[src/verilog/clock_tree_defs.svh]
// Register indices, field positions, reset values and timing counts
`ifndef CLOCK_TREE_DEFS_SVH
`define CLOCK_TREE_DEFS_SVH
// ==========================================================
// Register indices (byte address is four times the index)
`define IDX_DIV_SLOW    6'h14
`define IDX_RATE_RATIO  6'h15
`define IDX_GATE        6'h16
`define IDX_BCLK_DIR    6'h19
`define IDX_BCLK_DIV    6'h1a
`define IDX_LRCLK       6'h1b
`define IDX_DAC_CFG     6'h21
`define IDX_FLL_REF     6'h3e
`define IDX_STATUS      6'h3f
// ==========================================================
// Field positions
`define B_MASTER_DIV2   0
`define B_SLOW_X4       13
`define B_SLOW_DIV16    14
`define F_RATIO         13:10
`define F_RATE          2:0
`define B_INVERT        15
`define B_SRC           14
`define B_SLOW_HALF     12
`define B_GPIO_OUTPUT_CLOCK_ON      3
`define B_SYS_GATE      2
`define B_DSP_ON        1
`define B_SLOW_ON       0
`define B_BCLK_DIR      6
`define F_BCLK_DIV      4:0
`define F_GPIO_OUTPUT_CLOCK_DIVIDER     11:8
`define B_LRCLK_DIR     11
`define F_LRCLK_RATE    10:0
`define B_DAC_DOUBLE    6
`define F_FLL_REF       1:0
// ==========================================================
// Reset values and implemented-bit masks
`define RST_RATE_RATIO  16'h0c05
`define RST_BCLK_DIV    16'h0004
`define RST_LRCLK       16'h0040
`define MSK_DIV_SLOW    16'h6001
`define MSK_RATE_RATIO  16'h3c07
`define MSK_GATE        16'hd00f
`define MSK_BCLK_DIR    16'h0040
`define MSK_BCLK_DIV    16'h0f1f
`define MSK_LRCLK       16'h0fff
`define MSK_DAC_CFG     16'h0040
`define MSK_FLL_REF     16'h0003
// ==========================================================
// Timing
`define CLK_PERIOD_PS   25000
`define MCLK_LOSS_NS    1000
`define MCLK_LOSS_CYC   (`MCLK_LOSS_NS * 1000 / `CLK_PERIOD_PS)
`define TICK256_KHZ     17'd256
`define LRCLK_MIN_RATE  11'd8
`define SLOW_BASE_TICKS 16'd256
`endif

[src/verilog/clock_tree_pkg.sv]
// Types shared by the clock tree and its bench
package clock_tree_pkg;
  typedef struct packed {
    logic        psel;
    logic        penable;
    logic        pwrite;
    logic [7:0]  paddr;
    logic [31:0] pwdata;
    logic [3:0]  pstrb;
  } apb_req_t;
  typedef struct packed {
    logic        pready;
    logic        pslverr;
    logic [31:0] prdata;
  } apb_rsp_t;
  typedef enum logic [1:0] {
    REF_MASTER = 2'b00,
    REF_BIT    = 2'b01,
    REF_FRAME  = 2'b10,
    REF_FREE   = 2'b11
  } fll_ref_t;
  typedef struct packed {
    logic sys;
    logic dsp;
    logic fs;
    logic bclk;
    logic lrclk;
    logic gpio_output_clock;
    logic t256;
    logic slow;
    logic fll_ref;
    logic fll_free;
  } ticks_t;
  typedef struct packed {
    logic [4:0]  adc_div;
    logic [4:0]  dac_div;
    logic [4:0]  dsp_div;
    logic [10:0] servo_div;
  } dividers_t;
  typedef struct packed {
    logic [15:0] r_div_slow;
    logic [15:0] r_rate_ratio;
    logic [15:0] r_gate;
    logic [15:0] r_bclk_dir;
    logic [15:0] r_bclk_div;
    logic [15:0] r_lrclk;
    logic [15:0] r_dac_cfg;
    logic [15:0] r_fll_ref;
    logic [2:0]  mclk_sy;
    logic [2:0]  bclk_sy;
    logic [2:0]  lrclk_sy;
    logic [5:0]  loss_cnt;
    logic        half;
    logic [10:0] fs_cnt;
    logic [16:0] acc_256;
    logic [16:0] acc_op;
    logic [16:0] acc_bclk;
    logic [10:0] lr_cnt;
    logic [15:0] slow_cnt;
    ticks_t      ticks;
    dividers_t   divs;
    logic        bclk_oe;
    logic        lrclk_oe;
    apb_rsp_t    rsp;
  } state_t;
endpackage : clock_tree_pkg

[src/verilog/audio_codec_clock_tree.sv]
// Audio codec clock tree: system clock, rate decoder, derived ticks
`timescale 1ns/1ps
`default_nettype none
`include "clock_tree_defs.svh"
module audio_codec_clock_tree (
  input  wire logic                         pclk,
  input  wire logic                         presetn,
  input  wire clock_tree_pkg::apb_req_t     apb_req,
  output var  clock_tree_pkg::apb_rsp_t     apb_rsp,
  input  wire logic                         master_clk_in,
  input  wire logic                         bit_clk_in,
  input  wire logic                         frame_clk_in,
  input  wire logic                         fll_out_tick,
  output var  clock_tree_pkg::ticks_t       ticks,
  output var  clock_tree_pkg::dividers_t    dividers,
  output var  logic                         bclk_out_en,
  output var  logic                         lrclk_out_en
);
  import clock_tree_pkg::*;
  // ==========================================================
  // Decode tables
  function automatic logic [10:0] ratio_val(input logic [3:0] code);
    case (code)
      4'h0:    ratio_val = 11'd64;
      4'h1:    ratio_val = 11'd128;
      4'h2:    ratio_val = 11'd192;
      4'h3:    ratio_val = 11'd256;
      4'h4:    ratio_val = 11'd384;
      4'h5:    ratio_val = 11'd512;
      4'h6:    ratio_val = 11'd768;
      4'h7:    ratio_val = 11'd1024;
      4'h8:    ratio_val = 11'd1408;
      4'h9:    ratio_val = 11'd1536;
      default: ratio_val = 11'd0;
    endcase
  endfunction : ratio_val
  // Nominal 48 kHz family; the 44.1 kHz family shares each code
  function automatic logic [5:0] fs_khz(input logic [2:0] code);
    case (code)
      3'h0:    fs_khz = 6'd8;
      3'h1:    fs_khz = 6'd12;
      3'h2:    fs_khz = 6'd16;
      3'h3:    fs_khz = 6'd24;
      3'h4:    fs_khz = 6'd32;
      3'h5:    fs_khz = 6'd48;
      default: fs_khz = 6'd0;
    endcase
  endfunction : fs_khz
  // Twice the divisor, so the half steps stay integral
  function automatic logic [6:0] bclk_d2(input logic [4:0] code);
    case (code)
      5'h00:   bclk_d2 = 7'd2;
      5'h01:   bclk_d2 = 7'd3;
      5'h02:   bclk_d2 = 7'd4;
      5'h03:   bclk_d2 = 7'd6;
      5'h04:   bclk_d2 = 7'd8;
      5'h05:   bclk_d2 = 7'd10;
      5'h06:   bclk_d2 = 7'd11;
      5'h07:   bclk_d2 = 7'd12;
      5'h08:   bclk_d2 = 7'd16;
      5'h09:   bclk_d2 = 7'd20;
      5'h0a:   bclk_d2 = 7'd22;
      5'h0b:   bclk_d2 = 7'd24;
      5'h0c:   bclk_d2 = 7'd32;
      5'h0d:   bclk_d2 = 7'd40;
      5'h0e:   bclk_d2 = 7'd44;
      5'h0f:   bclk_d2 = 7'd48;
      5'h10:   bclk_d2 = 7'd50;
      5'h11:   bclk_d2 = 7'd60;
      5'h12:   bclk_d2 = 7'd64;
      5'h13:   bclk_d2 = 7'd88;
      5'h14:   bclk_d2 = 7'd96;
      default: bclk_d2 = 7'd0;
    endcase
  endfunction : bclk_d2
  function automatic logic [6:0] gpio_output_clock_d2(input logic [3:0] code);
    case (code)
      4'h0:    gpio_output_clock_d2 = 7'd2;
      4'h1:    gpio_output_clock_d2 = 7'd4;
      4'h2:    gpio_output_clock_d2 = 7'd6;
      4'h3:    gpio_output_clock_d2 = 7'd8;
      4'h4:    gpio_output_clock_d2 = 7'd11;
      4'h5:    gpio_output_clock_d2 = 7'd12;
      4'h6:    gpio_output_clock_d2 = 7'd16;
      4'h7:    gpio_output_clock_d2 = 7'd24;
      4'h8:    gpio_output_clock_d2 = 7'd32;
      default: gpio_output_clock_d2 = 7'd0;
    endcase
  endfunction : gpio_output_clock_d2
  // Fractional divider step: {hit, new accumulator}; zero stops it
  function automatic logic [17:0] acc_step(input logic [16:0] acc,
                                           input logic [16:0] step,
                                           input logic [16:0] thr);
    logic [17:0] sum;
    sum = {1'b0, acc} + {1'b0, step};
    if (thr == 17'h0) begin
      acc_step = {1'b0, acc};
    end else if (sum >= {1'b0, thr}) begin
      acc_step = {1'b1, 17'(sum - {1'b0, thr})};
    end else begin
      acc_step = {1'b0, sum[16:0]};
    end
  endfunction : acc_step
  function automatic logic [4:0] shr_min1(input logic [10:0] v,
                                          input logic [3:0]  sh);
    logic [10:0] q;
    q = v >> sh;
    shr_min1 = (q == 11'h0) ? 5'h1 : q[4:0];
  endfunction : shr_min1
  function automatic logic [15:0] merge(input logic [15:0] old,
                                        input logic [31:0] data,
                                        input logic [3:0]  strb,
                                        input logic [15:0] mask);
    logic [15:0] lanes;
    lanes = {{8{strb[1]}}, {8{strb[0]}}};
    merge = ((old & ~lanes) | (data[15:0] & lanes)) & mask;
  endfunction : merge
  // ==========================================================
  // State
  state_t       s_r;
  state_t       s_nxt;
  logic [5:0]   idx;
  logic         mapped;
  logic         blocked;
  logic [31:0]  rd_val;
  logic         mclk_present;
  logic         mclk_rise;
  logic         bclk_rise;
  logic         lrclk_rise;
  logic         src_tick;
  logic         sys_tick;
  logic         dsp_tick;
  logic [10:0]  ratio;
  logic [17:0]  st_256;
  logic [17:0]  st_op;
  logic [17:0]  st_bclk;
  logic         lr_src;
  logic [10:0]  lr_rate;
  logic [2:0]   slow_sh;
  logic [15:0]  slow_per;
  assign apb_rsp      = s_r.rsp;
  assign ticks        = s_r.ticks;
  assign dividers     = s_r.divs;
  assign bclk_out_en  = s_r.bclk_oe;
  assign lrclk_out_en = s_r.lrclk_oe;
  // ==========================================================
  // Next state
  always_comb begin
    s_nxt    = s_r;
    idx      = apb_req.paddr[7:2];
    mapped   = 1'b1;
    rd_val   = 32'h0;
    // Pins pass three flops; edges are taken from the second and third
    s_nxt.mclk_sy  = {s_r.mclk_sy[1:0], master_clk_in};
    s_nxt.bclk_sy  = {s_r.bclk_sy[1:0], bit_clk_in};
    s_nxt.lrclk_sy = {s_r.lrclk_sy[1:0], frame_clk_in};
    // Inverting picks the falling edge instead
    mclk_rise  = (s_r.mclk_sy[1] ^ s_r.r_gate[`B_INVERT]) &
                 ~(s_r.mclk_sy[2] ^ s_r.r_gate[`B_INVERT]);
    bclk_rise  = s_r.bclk_sy[1] & ~s_r.bclk_sy[2];
    lrclk_rise = s_r.lrclk_sy[1] & ~s_r.lrclk_sy[2];
    // Presence: any master clock edge within the loss window
    if (s_r.mclk_sy[1] != s_r.mclk_sy[2]) begin
      s_nxt.loss_cnt = 6'h0;
    end else if (s_r.loss_cnt != 6'(`MCLK_LOSS_CYC)) begin
      s_nxt.loss_cnt = s_r.loss_cnt + 6'h1;
    end
    mclk_present = (s_r.loss_cnt != 6'(`MCLK_LOSS_CYC));
    // System clock as an enable pulse
    src_tick = s_r.r_gate[`B_SRC] ? fll_out_tick : mclk_rise;
    if (src_tick) begin
      s_nxt.half = ~s_r.half;
    end
    sys_tick = s_r.r_gate[`B_SYS_GATE] & src_tick &
               (~s_r.r_div_slow[`B_MASTER_DIV2] | s_r.half);
    dsp_tick = sys_tick & s_r.r_gate[`B_DSP_ON];
    s_nxt.ticks.sys = sys_tick;
    s_nxt.ticks.dsp = dsp_tick;
    // Rate decoder drives every converter divider
    ratio = ratio_val(s_r.r_rate_ratio[`F_RATIO]);
    s_nxt.divs.servo_div = ratio;
    s_nxt.divs.adc_div   = shr_min1(ratio, 4'd7);
    s_nxt.divs.dsp_div   = shr_min1(ratio, 4'd8);
    s_nxt.divs.dac_div   = shr_min1(ratio,
                             s_r.r_dac_cfg[`B_DAC_DOUBLE] ? 4'd7 : 4'd6);
    // One frame tick feeds both converter paths
    s_nxt.ticks.fs = 1'b0;
    if (dsp_tick && ratio != 11'h0) begin
      if (s_r.fs_cnt >= ratio - 11'h1) begin
        s_nxt.fs_cnt   = 11'h0;
        s_nxt.ticks.fs = 1'b1;
      end else begin
        s_nxt.fs_cnt = s_r.fs_cnt + 11'h1;
      end
    end

    // Reserved rate codes give zero and stop the tick
    st_256 = acc_step(s_r.acc_256, `TICK256_KHZ,
                      17'(ratio) * 17'(fs_khz(s_r.r_rate_ratio[`F_RATE])));
    s_nxt.ticks.t256 = sys_tick & st_256[17];
    if (sys_tick) begin
      s_nxt.acc_256 = st_256[16:0];
    end

    // GPIO clock; reserved codes hold it still
    st_op = acc_step(s_r.acc_op, 17'd2,
                     17'(gpio_output_clock_d2(s_r.r_bclk_div[`F_GPIO_OUTPUT_CLOCK_DIVIDER])));
    s_nxt.ticks.gpio_output_clock = 1'b0;
    if (sys_tick && s_r.r_gate[`B_GPIO_OUTPUT_CLOCK_ON]) begin
      s_nxt.acc_op      = st_op[16:0];
      s_nxt.ticks.gpio_output_clock = st_op[17];
    end

    // Master bit clock, fractional steps averaged
    st_bclk = acc_step(s_r.acc_bclk, 17'd2,
                       17'(bclk_d2(s_r.r_bclk_div[`F_BCLK_DIV])));
    s_nxt.ticks.bclk = 1'b0;
    if (sys_tick && s_r.r_bclk_dir[`B_BCLK_DIR]) begin
      s_nxt.acc_bclk   = st_bclk[16:0];
      s_nxt.ticks.bclk = st_bclk[17];
    end
    s_nxt.bclk_oe  = s_r.r_bclk_dir[`B_BCLK_DIR];
    s_nxt.lrclk_oe = s_r.r_lrclk[`B_LRCLK_DIR];

    // Frame clock from internal or external bit clock
    lr_src  = s_r.r_bclk_dir[`B_BCLK_DIR] ?
              (sys_tick & st_bclk[17]) : bclk_rise;
    lr_rate = s_r.r_lrclk[`F_LRCLK_RATE];
    s_nxt.ticks.lrclk = 1'b0;
    if (lr_src && s_r.r_lrclk[`B_LRCLK_DIR] &&
        lr_rate >= `LRCLK_MIN_RATE) begin
      if (s_r.lr_cnt >= lr_rate - 11'h1) begin
        s_nxt.lr_cnt      = 11'h0;
        s_nxt.ticks.lrclk = 1'b1;
      end else begin
        s_nxt.lr_cnt = s_r.lr_cnt + 11'h1;
      end
    end

    // Slow clock: 256 ticks at the fastest, doubling per step
    slow_sh  = {s_r.r_div_slow[`B_SLOW_DIV16],
                ~s_r.r_div_slow[`B_SLOW_X4],
                ~s_r.r_gate[`B_SLOW_HALF]};
    slow_per = `SLOW_BASE_TICKS << slow_sh;
    s_nxt.ticks.slow = 1'b0;
    if (s_r.ticks.t256 && s_r.r_gate[`B_SLOW_ON]) begin
      if (s_r.slow_cnt >= slow_per - 16'h1) begin
        s_nxt.slow_cnt   = 16'h0;
        s_nxt.ticks.slow = 1'b1;
      end else begin
        s_nxt.slow_cnt = s_r.slow_cnt + 16'h1;
      end
    end

    // Loop reference selection
    s_nxt.ticks.fll_free = 1'b0;
    case (fll_ref_t'(s_r.r_fll_ref[`F_FLL_REF]))
      REF_MASTER: s_nxt.ticks.fll_ref = mclk_rise;
      REF_BIT:    s_nxt.ticks.fll_ref = bclk_rise;
      REF_FRAME:  s_nxt.ticks.fll_ref = lrclk_rise;
      default: begin
        s_nxt.ticks.fll_ref  = 1'b0;
        s_nxt.ticks.fll_free = 1'b1;
      end
    endcase
    // ========================================================
    // APB slave, one wait state
    case (idx)
      `IDX_DIV_SLOW:   rd_val = {16'h0, s_r.r_div_slow};
      `IDX_RATE_RATIO: rd_val = {16'h0, s_r.r_rate_ratio};
      `IDX_GATE:       rd_val = {16'h0, s_r.r_gate};
      `IDX_BCLK_DIR:   rd_val = {16'h0, s_r.r_bclk_dir};
      `IDX_BCLK_DIV:   rd_val = {16'h0, s_r.r_bclk_div};
      `IDX_LRCLK:      rd_val = {16'h0, s_r.r_lrclk};
      `IDX_DAC_CFG:    rd_val = {16'h0, s_r.r_dac_cfg};
      `IDX_FLL_REF:    rd_val = {16'h0, s_r.r_fll_ref};
      `IDX_STATUS:     rd_val = {4'h0, s_r.divs.servo_div,
                                 s_r.divs.dsp_div, s_r.divs.adc_div,
                                 s_r.divs.dac_div,
                                 (s_r.r_rate_ratio[`F_RATE] > 3'h5),
                                 mclk_present};
      default:         mapped = 1'b0;
    endcase
    // Gate register stays reachable with no master clock
    blocked = s_r.r_gate[`B_SYS_GATE] & ~mclk_present &
              (idx != `IDX_GATE);
    if (apb_req.psel && apb_req.penable && !s_r.rsp.pready) begin
      s_nxt.rsp.pready  = 1'b1;
      s_nxt.rsp.pslverr = ~mapped | blocked |
                          (apb_req.pwrite & (idx == `IDX_STATUS));
      s_nxt.rsp.prdata  = (apb_req.pwrite | ~mapped | blocked) ?
                          32'h0 : rd_val;
    end else begin
      s_nxt.rsp.pready  = 1'b0;
      s_nxt.rsp.pslverr = 1'b0;
    end
    // Write lands on the completing edge, only if not refused
    if (apb_req.psel && apb_req.penable && s_r.rsp.pready &&
        apb_req.pwrite && !s_r.rsp.pslverr) begin
      case (idx)
        `IDX_DIV_SLOW:   s_nxt.r_div_slow = merge(s_r.r_div_slow,
                           apb_req.pwdata, apb_req.pstrb, `MSK_DIV_SLOW);
        `IDX_RATE_RATIO: s_nxt.r_rate_ratio = merge(s_r.r_rate_ratio,
                           apb_req.pwdata, apb_req.pstrb, `MSK_RATE_RATIO);
        `IDX_GATE:       s_nxt.r_gate = merge(s_r.r_gate,
                           apb_req.pwdata, apb_req.pstrb, `MSK_GATE);
        `IDX_BCLK_DIR:   s_nxt.r_bclk_dir = merge(s_r.r_bclk_dir,
                           apb_req.pwdata, apb_req.pstrb, `MSK_BCLK_DIR);
        `IDX_BCLK_DIV:   s_nxt.r_bclk_div = merge(s_r.r_bclk_div,
                           apb_req.pwdata, apb_req.pstrb, `MSK_BCLK_DIV);
        `IDX_LRCLK:      s_nxt.r_lrclk = merge(s_r.r_lrclk,
                           apb_req.pwdata, apb_req.pstrb, `MSK_LRCLK);
        `IDX_DAC_CFG:    s_nxt.r_dac_cfg = merge(s_r.r_dac_cfg,
                           apb_req.pwdata, apb_req.pstrb, `MSK_DAC_CFG);
        `IDX_FLL_REF:    s_nxt.r_fll_ref = merge(s_r.r_fll_ref,
                           apb_req.pwdata, apb_req.pstrb, `MSK_FLL_REF);
        default:         s_nxt.r_fll_ref = s_r.r_fll_ref;
      endcase
    end
  end
  // ==========================================================
  // State register
  always_ff @(posedge pclk or negedge presetn) begin
    if (!presetn) begin
      s_r              <= '0;
      s_r.loss_cnt     <= 6'(`MCLK_LOSS_CYC);  // Absent until an edge
      s_r.r_rate_ratio <= `RST_RATE_RATIO;
      s_r.r_bclk_div   <= `RST_BCLK_DIV;
      s_r.r_lrclk      <= `RST_LRCLK;
    end else begin
      s_r <= s_nxt;
    end
  end
endmodule : audio_codec_clock_tree

`default_nettype wire

[config.mk]
export PLATFORM = sky130hd
export DESIGN_NAME = audio_codec_clock_tree
export DESIGN_NICKNAME = d
export VERILOG_FILES = /design/src/verilog/clock_tree_pkg.sv /design/src/verilog/audio_codec_clock_tree.sv
export VERILOG_INCLUDE_DIRS = /design/src /design/src/verilog
export SDC_FILE = /design/constraint.sdc
export NUM_CORES = 1
export LEC_CHECK = 0
export ABC_AREA = 1
export BUFFER_PORTS_ARGS = -buffer_cell sky130_fd_sc_hd__buf_2
export CORE_MARGIN = 2
export CORE_UTILIZATION = 60
export CTS_BUF_LIST = sky130_fd_sc_hd__clkbuf_4 sky130_fd_sc_hd__clkbuf_8 sky130_fd_sc_hd__clkbuf_16
export CTS_CLUSTER_DIAMETER = 50
export DETAILED_ROUTE_END_ITERATION = 6
export GPL_ROUTABILITY_DRIVEN = 0
export PLACE_DENSITY = 0.8
export SETUP_SLACK_MARGIN = 0.1
export SLEW_MARGIN = 30
export SYNTH_ARGS = -nofsm -noshare
export SYNTH_HDL_FRONTEND = slang
export SYNTH_SLANG_ARGS = --single-unit
[constraint.sdc]
create_clock -name pclk -period 6.93 [get_ports pclk]
set_clock_uncertainty 0.15 [all_clocks]
set_input_delay 0.693 -clock pclk [delete_from_list [all_inputs] [get_ports pclk]]
set_output_delay 0.693 -clock pclk [all_outputs]
set_load 0.02 [all_outputs]
# == Word level (Yosys, flattened, before mapping) ==
# Memory sizes are Yosys's and may differ from the RTL's.
# Cells that the tools add are included.
# totals
regBits,216
mem_bits_ro,400
inputBits,53
output_inout_bits,72
word_cells,200
memories,3
# memory_table
memory,depth,width,read_ports,rd_clocked_by_memory_dff,write_ports,line,text
(no name shown),32,7,1,0,0,audio_codec_clock_tree.sv:51,case (code)
(no name shown),16,6,1,0,0,audio_codec_clock_tree.sv:77,case (code)
(no name shown),16,5,1,0,0,audio_codec_clock_tree.sv:23,case (code)
# op_classes
add_sub_neg,13
multipliers,1
order_cmp,8
eq_ne,19
shifts,2
n_mux,32
bitwise,48
reduce_logical,36
# op_table
op,n
$pmux 28 s9,1
$mux 18,6
$add 17x2->18 const B,2
$eq 6x5->1 const B,6
$ge 18x7->1,2
$pmux 6 s6,1
$sub 17x7->17,2
$logic_not 11->1,3
$and 16x16->16,2
$mux 32,1
$and 12x12->12,2
$or 12x12->12,2
$add 11x1->11 const B,2
$ge 11x11->1,2
$mux 11,2
$reduce_and 2->1,11
$sub 11x1->11 const B,2
$add 17x9->18 const B,1
$eq 6x6->1 const B,3
$ge 18x17->1,1
$logic_not 17->1,1
$mul 11x6->17,1
$sub 17x17->17,1
$add 16x1->16 const B,1
46 further kinds,101

# == Longest topological paths before layout ==
# Gate-level depths: netlist (run 1).
# logic_depth
depth_word,11
mapped_depth,28

# == Worst setup path before layout (run 1) ==
# Ideal clock, no wire load.
# synth_timing
kind,flip-flop to flip-flop
start,register s_r[283] in the netlist's numbering
end,register s_r[142] in the netlist's numbering
setup_ns,0.124
arrival_time_ns,5.219
required_ns,6.656
path_slack_ns,1.437
stages_incl_launch_ff,27
path_buffers,1
path_cell_list,dfstp_2 -> inv_1 -> ha_1 -> inv_1 -> nor2_1 -> nor3_1 -> inv_1 -> nand2_1 -> inv_1 -> fa_1 -> fa_1 -> ha_1 -> inv_1 -> fa_1 -> o21ai_0 -> xnor2_1 -> ha_1 -> nand2_1 -> nor2_1 -> nand2_1 -> o2111ai_1 -> nand2_1 -> nand3_1 -> clkbuf_1 -> nand2_1 -> o211ai_1 -> nand2_1
# synth_via
elab_chain_cells,5
# synth_lines
element,line,text
"start, declared",audio_codec_clock_tree.sv:120,state_t s_r;
"start signal, assigned",audio_codec_clock_tree.sv:331,s_r <= s_nxt;
$mem_v2 16x5 (*),-,
net ratio[7],audio_codec_clock_tree.sv:133,logic [10:0] ratio;
$mul 11x6->17 (*),audio_codec_clock_tree.sv:199,17'(ratio) * 17'(fs_khz(s_r.r_rate_ratio[`F_RATE])));
branches (longest 3 deep; another with $sub 17x17->17),-,
# Mark *: on every way through the listed nets, which the timed path passes.
# A chain may end at the register's enable or synchronous reset.

# == Worst setup path after layout (run 1) ==
# layout_timing
start,register s_r[283] in the netlist's numbering
end,register s_r[147] in the netlist's numbering
# The elaborated chain is that of the path after synthesis.

==> run metrics, run 1 <==
max_slew headroom 40.37%; Pleak 7.390 nW; CTS tree yes; clock network power share 44.6%; DR pass1 iterations 6; total negative setup slack 0 ns; DR vias 11.87k; first-pass GRT wire length 53.05 mm; hold_sp frame_clk_in; Yosys top cell by area dfrtp_1; Worst-path clk slew 0.08 ns; clk root buf clkbuf_16; critical path startpoint category register; Final nets 1976; H-tree depth 4; Post-synth EDFFs 0; diodes inserted 0; Slew @ Worst Pin 0.8935 ns; Mapped Cells 1798; Logic pwr share 6.2%; fill count 1892; RSZ-0062 raised after global routing no; HP Class input port to register; sequential power share 49.2%; Hold Vio Cnt, Final 0; P_int 1.674 mW; I/O pins 125; # Post-CTS Setup Buffers 0; Setup WS post-layout 1.036 ns; CTS sink cnt 192; top post-synthesis cells by area dfrtp_1 (34%), nand2_1 (13%), ha_1 (7.8%), inv_1 (6.2%), nand3_1 (4.7%); Die X 153.8 µm; Pwr Density 162.1 nW/µm²; largest net degree at the start of global routing 122; P&R area growth vs syn 6.496%; Yosys top cell area share 34.20%; Max VDD drop 0.0001601 V; Die ar. 23650 µm²; Die Y 153.8 µm; design area 14340 µm²; global route overflow 0; Starting DRT DRC Count 829; CP startpoint s_r[283]; Setup Viol. Count Final 0; Routed Antenna Nets 0; Synth top cells by count nand2_1 (467), inv_1 (224), dfrtp_1 (184), nor2_1 (145), nand3_1 (126); Max Cap Viol 0; starting density of the core 61.50%; Slew Viols, Final 0; Setup WS pre-CTS 1.122 ns; CTS Buf Count 17; total core area 21890 µm²; FF+latch count, synth 192; initial antenna violation count 0; most frequent cell after synthesis nand2_1; post-DP HPWL 23.92 mm; Max FO, Critical Path 16; Core Rows 54; status finished, final reports clean; later-pin clock latency in the skew report 0.46 ns; Tcrit/Tclk final 85.06%; reg-to-reg slack, setup 1.04 ns; sequential area share after synthesis 35.76%; overall routing resource usage 27.45%; switch share 27.96%; NetSw 0.6497 mW; post-synth cell types 51; Vias/cell 5.593; number of global-route vias before repair 11.08k; maximum clock rate 169.7 MHz; DRC 0; worst flop-to-flop path startpoint s_r[283]; Final Core Density 65.50%; fraction of layout cells with a size suffix above 1 9.767%; Mapped Area 13460 µm²; Slowest-stage cell, CP dfstp_2; PortBufs 84; Yosys Warn Count 0; final WL 31.95 mm; post-place instance area 13670 µm²; CTS Buffer Depth 2; post-layout minimum cycle time 5.894 ns; async set-reset flop share out of synthesis 100.0%; Worst Path Arrival 6.09 ns; Post-synth top flop dfrtp_1; CP Capture Type register; critical path class register to register; DR WL/cell 15.05 µm; Req. time, crit path 7.13 ns; syn avg cell area 7.488 µm²; crit-path max cell delay 0.57 ns
==> power groups by stage <==
stage / sequential, mW / combinational (mW) / clock, mW
6_report: 1.14 / 0.144 / 1.04
5_1_grt: 1.15 / 0.164 / 1.09
4_1_cts: 1.14 / 0.142 / 1.04
3_5_place_dp: 1.17 / 0.140 / 0
3_3_place_gp: 1.17 / 0.137 / 0
2_1_floorplan: 1.16 / 0.0943 / 0
==> metal layers <==
metal / vias up / GRT usage, % / wire length, µm
met4: 0 / 10.40 / 1124
met2: 372 / 45.42 / 15260
met3: 72 / 5.637 / 1896
met5: - / 0 / 0
met1: 5610 / 35.72 / 13680
li1: 5820 / - / -
==> worst max-delay path, delay by kind of cell, from the launching register on <==
family	cells	cell delay [ns]
AO/OA/AOI/OAI	2	0.39
AND/OR/NAND/NOR	11	1.20
adder cells (fa/ha/maj)	6	2.42
flip-flops	1	0.57
buffers and inverters	7	0.85
XOR/XNOR	1	0.20
==> per-stage QoR <==
stage | power [mW] | hold slack (ns) | instances
4_1_cts | 2.330 | 0.1764 | 2121
3_5_place_dp | 1.305 | 0.1878 | 2089
6_report | 2.324 | 0.1896 | 2123
3_3_place_gp | 1.302 | 0.1825 | 2089
5_1_grt | 2.403 | 0.1631 | 2123
2_1_floorplan | 1.257 | 0.1812 | 1817
==> final timing paths <==
kind | end | depth (start not counted)
max | s_r[147] | 27
min | s_nxt[169] | 1
min reg2reg | s_nxt[170] | 0
max in group asynchronous | s_r[178] | 3
min in group asynchronous | s_r[128] | 2
max reg2reg | s_r[147] | 27
==> sequential cells by signal, summed over array words and instances, names as in the netlist <==
name and cells:
lr_rate 11, s_r 121, bclk_out_en 1, s_nxt 8, apb_rsp 23, dividers 17
ticks 10, lrclk_out_en 1
==> cell usage in the layout, fill, tap and decap left out, types with 17 or more instances in the layout <==
master / count
nand4_1: 25
nor3_1: 27
clkbuf_16: 17
buf_2: 83
xor2_1: 57
dfrtp_1: 184
ha_1: 84
conb_1: 21
inv_1: 224
nand3_1: 126
o21ai_0: 115
xnor2_1: 28
nor2_1: 145
a21oi_1: 54
nand2_1: 467
==> layout make-up <==
class / instances / area (µm²) / area share, %
Multi-Input combinational cell: 1300 / 7186 / 50.12
Sequential cell: 192 / 4815 / 33.58
Inverter: 228 / 855.8 / 5.969
Timing Repair Buffer: 91 / 509.2 / 3.552
Clock buffer: 17 / 425.4 / 2.967
Tap cell: 280 / 350.3 / 2.443
Clock inverter: 15 / 196.4 / 1.370
==> timing repair <==
action | in CTS | in global routing
hold endpoints to repair | 0 | 7
hold buffers | 0 | 1
resized for setup | 0 | 0
==> cell families (layout without fill, tap and decap cells) <==
family,after synthesis,after routing,share of synthesized area [%]
simple gates,857,857,27.74
other cells,2,21,0.05578
mux,1,1,0.08364
compound gates,243,243,10.26
fa+ha+maj,93,93,9.145
xor+xnor,85,85,5.530
buf+inv,325,351,11.42
flops,192,192,35.76
(Power assumes the default switching activity.)
==> run 2: changes to the inputs <==
--- a/config.mk
+++ b/config.mk
@@ -9,12 +9,11 @@
 export ABC_AREA = 1
 export BUFFER_PORTS_ARGS = -buffer_cell sky130_fd_sc_hd__buf_2
 export CORE_MARGIN = 2
-export CORE_UTILIZATION = 60
+export CORE_UTILIZATION = 40
 export CTS_BUF_LIST = sky130_fd_sc_hd__clkbuf_4 sky130_fd_sc_hd__clkbuf_8 sky130_fd_sc_hd__clkbuf_16
 export CTS_CLUSTER_DIAMETER = 50
 export DETAILED_ROUTE_END_ITERATION = 6
 export GPL_ROUTABILITY_DRIVEN = 0
-export PLACE_DENSITY = 0.8
 export SETUP_SLACK_MARGIN = 0.1
 export SLEW_MARGIN = 30
 export SYNTH_ARGS = -nofsm -noshare
==> run metrics, run 2 (synthesis results as in run 1) <==
CTS tree yes; maximum clock rate 168.0 MHz; fill count 3494; Slew @ Worst Pin 0.8537 ns; CP most frequent cell nand2_1; Placed Cells incl. Taps 2257; worst flop-to-flop path startpoint s_r[283]; RSZ-0062 raised after global routing no; CTS Buf Count 17; DR pass1 iterations 4; final WL 33.68 mm; HP Class input port to async pin; Slowest-stage cell, CP dfstp_2; Die Y 187.5 µm; multi-input logic area 7188 µm²; Slew Viols, Final 0; Starting DRT DRC Count 702; CTS sink cnt 192; Fin Hold WS 0.1228 ns; Die ar. 35140 µm²; P_int 1.665 mW; critical path class register to register; Pwr Density 159.5 nW/µm²; overall routing resource usage 19.72%; # Post-CTS Setup Buffers 0; diodes inserted 0; Worst Path Arrival 6.14 ns; Routed Antenna Nets 0; total core area 33360 µm²; CTS Buffer Depth 2; later-pin clock latency in the skew report 0.46 ns; global route overflow 0; P&R area growth vs syn 7.686%; total negative setup slack 0 ns; Max Cap Viol 0; CP Capture Type register; DR WL/cell 14.71 µm; clock network power share 44.3%; starting density of the core 40.35%; Die X 187.5 µm; Setup WS post-layout 0.9766 ns; Worst-path clk slew 0.08 ns; CP startpoint s_r[283]; Req. time, crit path 7.12 ns; hold_buf cts 0; sequential cell area 4815 µm²; most common cell after layout, fill and taps aside nand2_1; Hold Vio Cnt, Final 0; # resized after CTS 0; switch share 27.99%; largest net degree at the start of global routing 92; PortBufs 84; DR vias 11.47k; Setup WS pre-CTS 1.093 ns; delay-heaviest family, CP adder cells; number of global-route vias before repair 11.13k; buffers and inverters on the worst path 5; status finished, final reports clean; crit-path max cell delay 0.57 ns; Vias/cell 5.013; first-pass GRT wire length 56.02 mm; I/O pins 125; most frequent cells in the layout nand2_1 (467), inv_1 (224), dfrtp_1 (184), nor2_1 (144), nand3_1 (126); DRC 0; Final nets 1974; post-layout minimum cycle time 5.953 ns; sequential power share 49.4%; fraction of layout cells with a size suffix above 1 9.777%; Core Rows 67; Setup Viol. Count Final 0; largest reg by FF count s_r; initial antenna violation count 0; clk root buf clkbuf_16; Pleak 7.366 nW; Largest register FFs 121; Non-Filler Instances 2289; Tcrit/Tclk final 85.91%; max_slew headroom 43.02%; Max VDD drop 0.0001595 V; Max FO, Critical Path 16; H-tree depth 4; critical path startpoint category register; Logic pwr share 6.2%; post-DP HPWL 25.77 mm; NetSw 0.6471 mW
-- run 2: worst register-to-register path: cells and delay by family, from the launching register on --
family                     cells  cell delay (ns)
and+or+nand+nor               10             1.24
xor gates and xnor gates       1             0.11
adders and majority gates      6             2.33
AOI/OAI and AO/OA              3             0.81
buffers and inverters          5             0.65
DFF                            1             0.57
-- run 2: final cells by class --
cell class / instances / share of cell area (%)
clock buffer: 17 / 2.934
clock inverter: 15 / 1.286
inverter: 228 / 5.903
multi-input combinational: 1300 / 49.58
sequential: 192 / 33.21
tap: 448 / 3.866
timing repair buffer: 89 / 3.219
-- run 2: routing by layer --
metal	share of wire [%]	GRT usage, %	up-vias
li1	-	-	5819
met1	46	25.86	5383
met2	47	33.31	229
met3	3.9	2.814	43
met4	2.5	6.905	0
met5	0	0	-
-- run 2: power groups by stage --
stage / combinational, mW / clock (mW) / sequential [mW]
final: 0.144 / 1.03 / 1.14
after floorplan: 0.0943 / 0 / 1.16
after global placement: 0.143 / 0 / 1.16
after detailed placement: 0.145 / 0 / 1.17
after global routing: 0.164 / 1.09 / 1.15
after CTS: 0.146 / 1.05 / 1.14
-- run 2: path summary, 6_finish.rpt --
path / to / slack, ns / cells past startpoint
worst max-delay path: s_r[146] / 0.98 / 25
worst min-delay path: s_r[131] / 0.12 / 1
worst max register to register: s_r[146] / 0.98 / 25
worst min register to register: s_nxt[170] / 0.20 / 0
max in group asynchronous: s_nxt[169] / 5.15 / 2
min in group pclk: s_nxt[175] / 0.19 / 1
-- run 2: through the flow --
step	power, mW	area, µm²	util (%)
2_1_floorplan	1.257	13530	-
3_3_place_gp	1.308	13880	41.60
3_5_place_dp	1.310	13890	41.62
4_1_cts	2.344	14500	43.45
5_1_grt	2.403	14500	43.45
6_report	2.312	14500	43.45
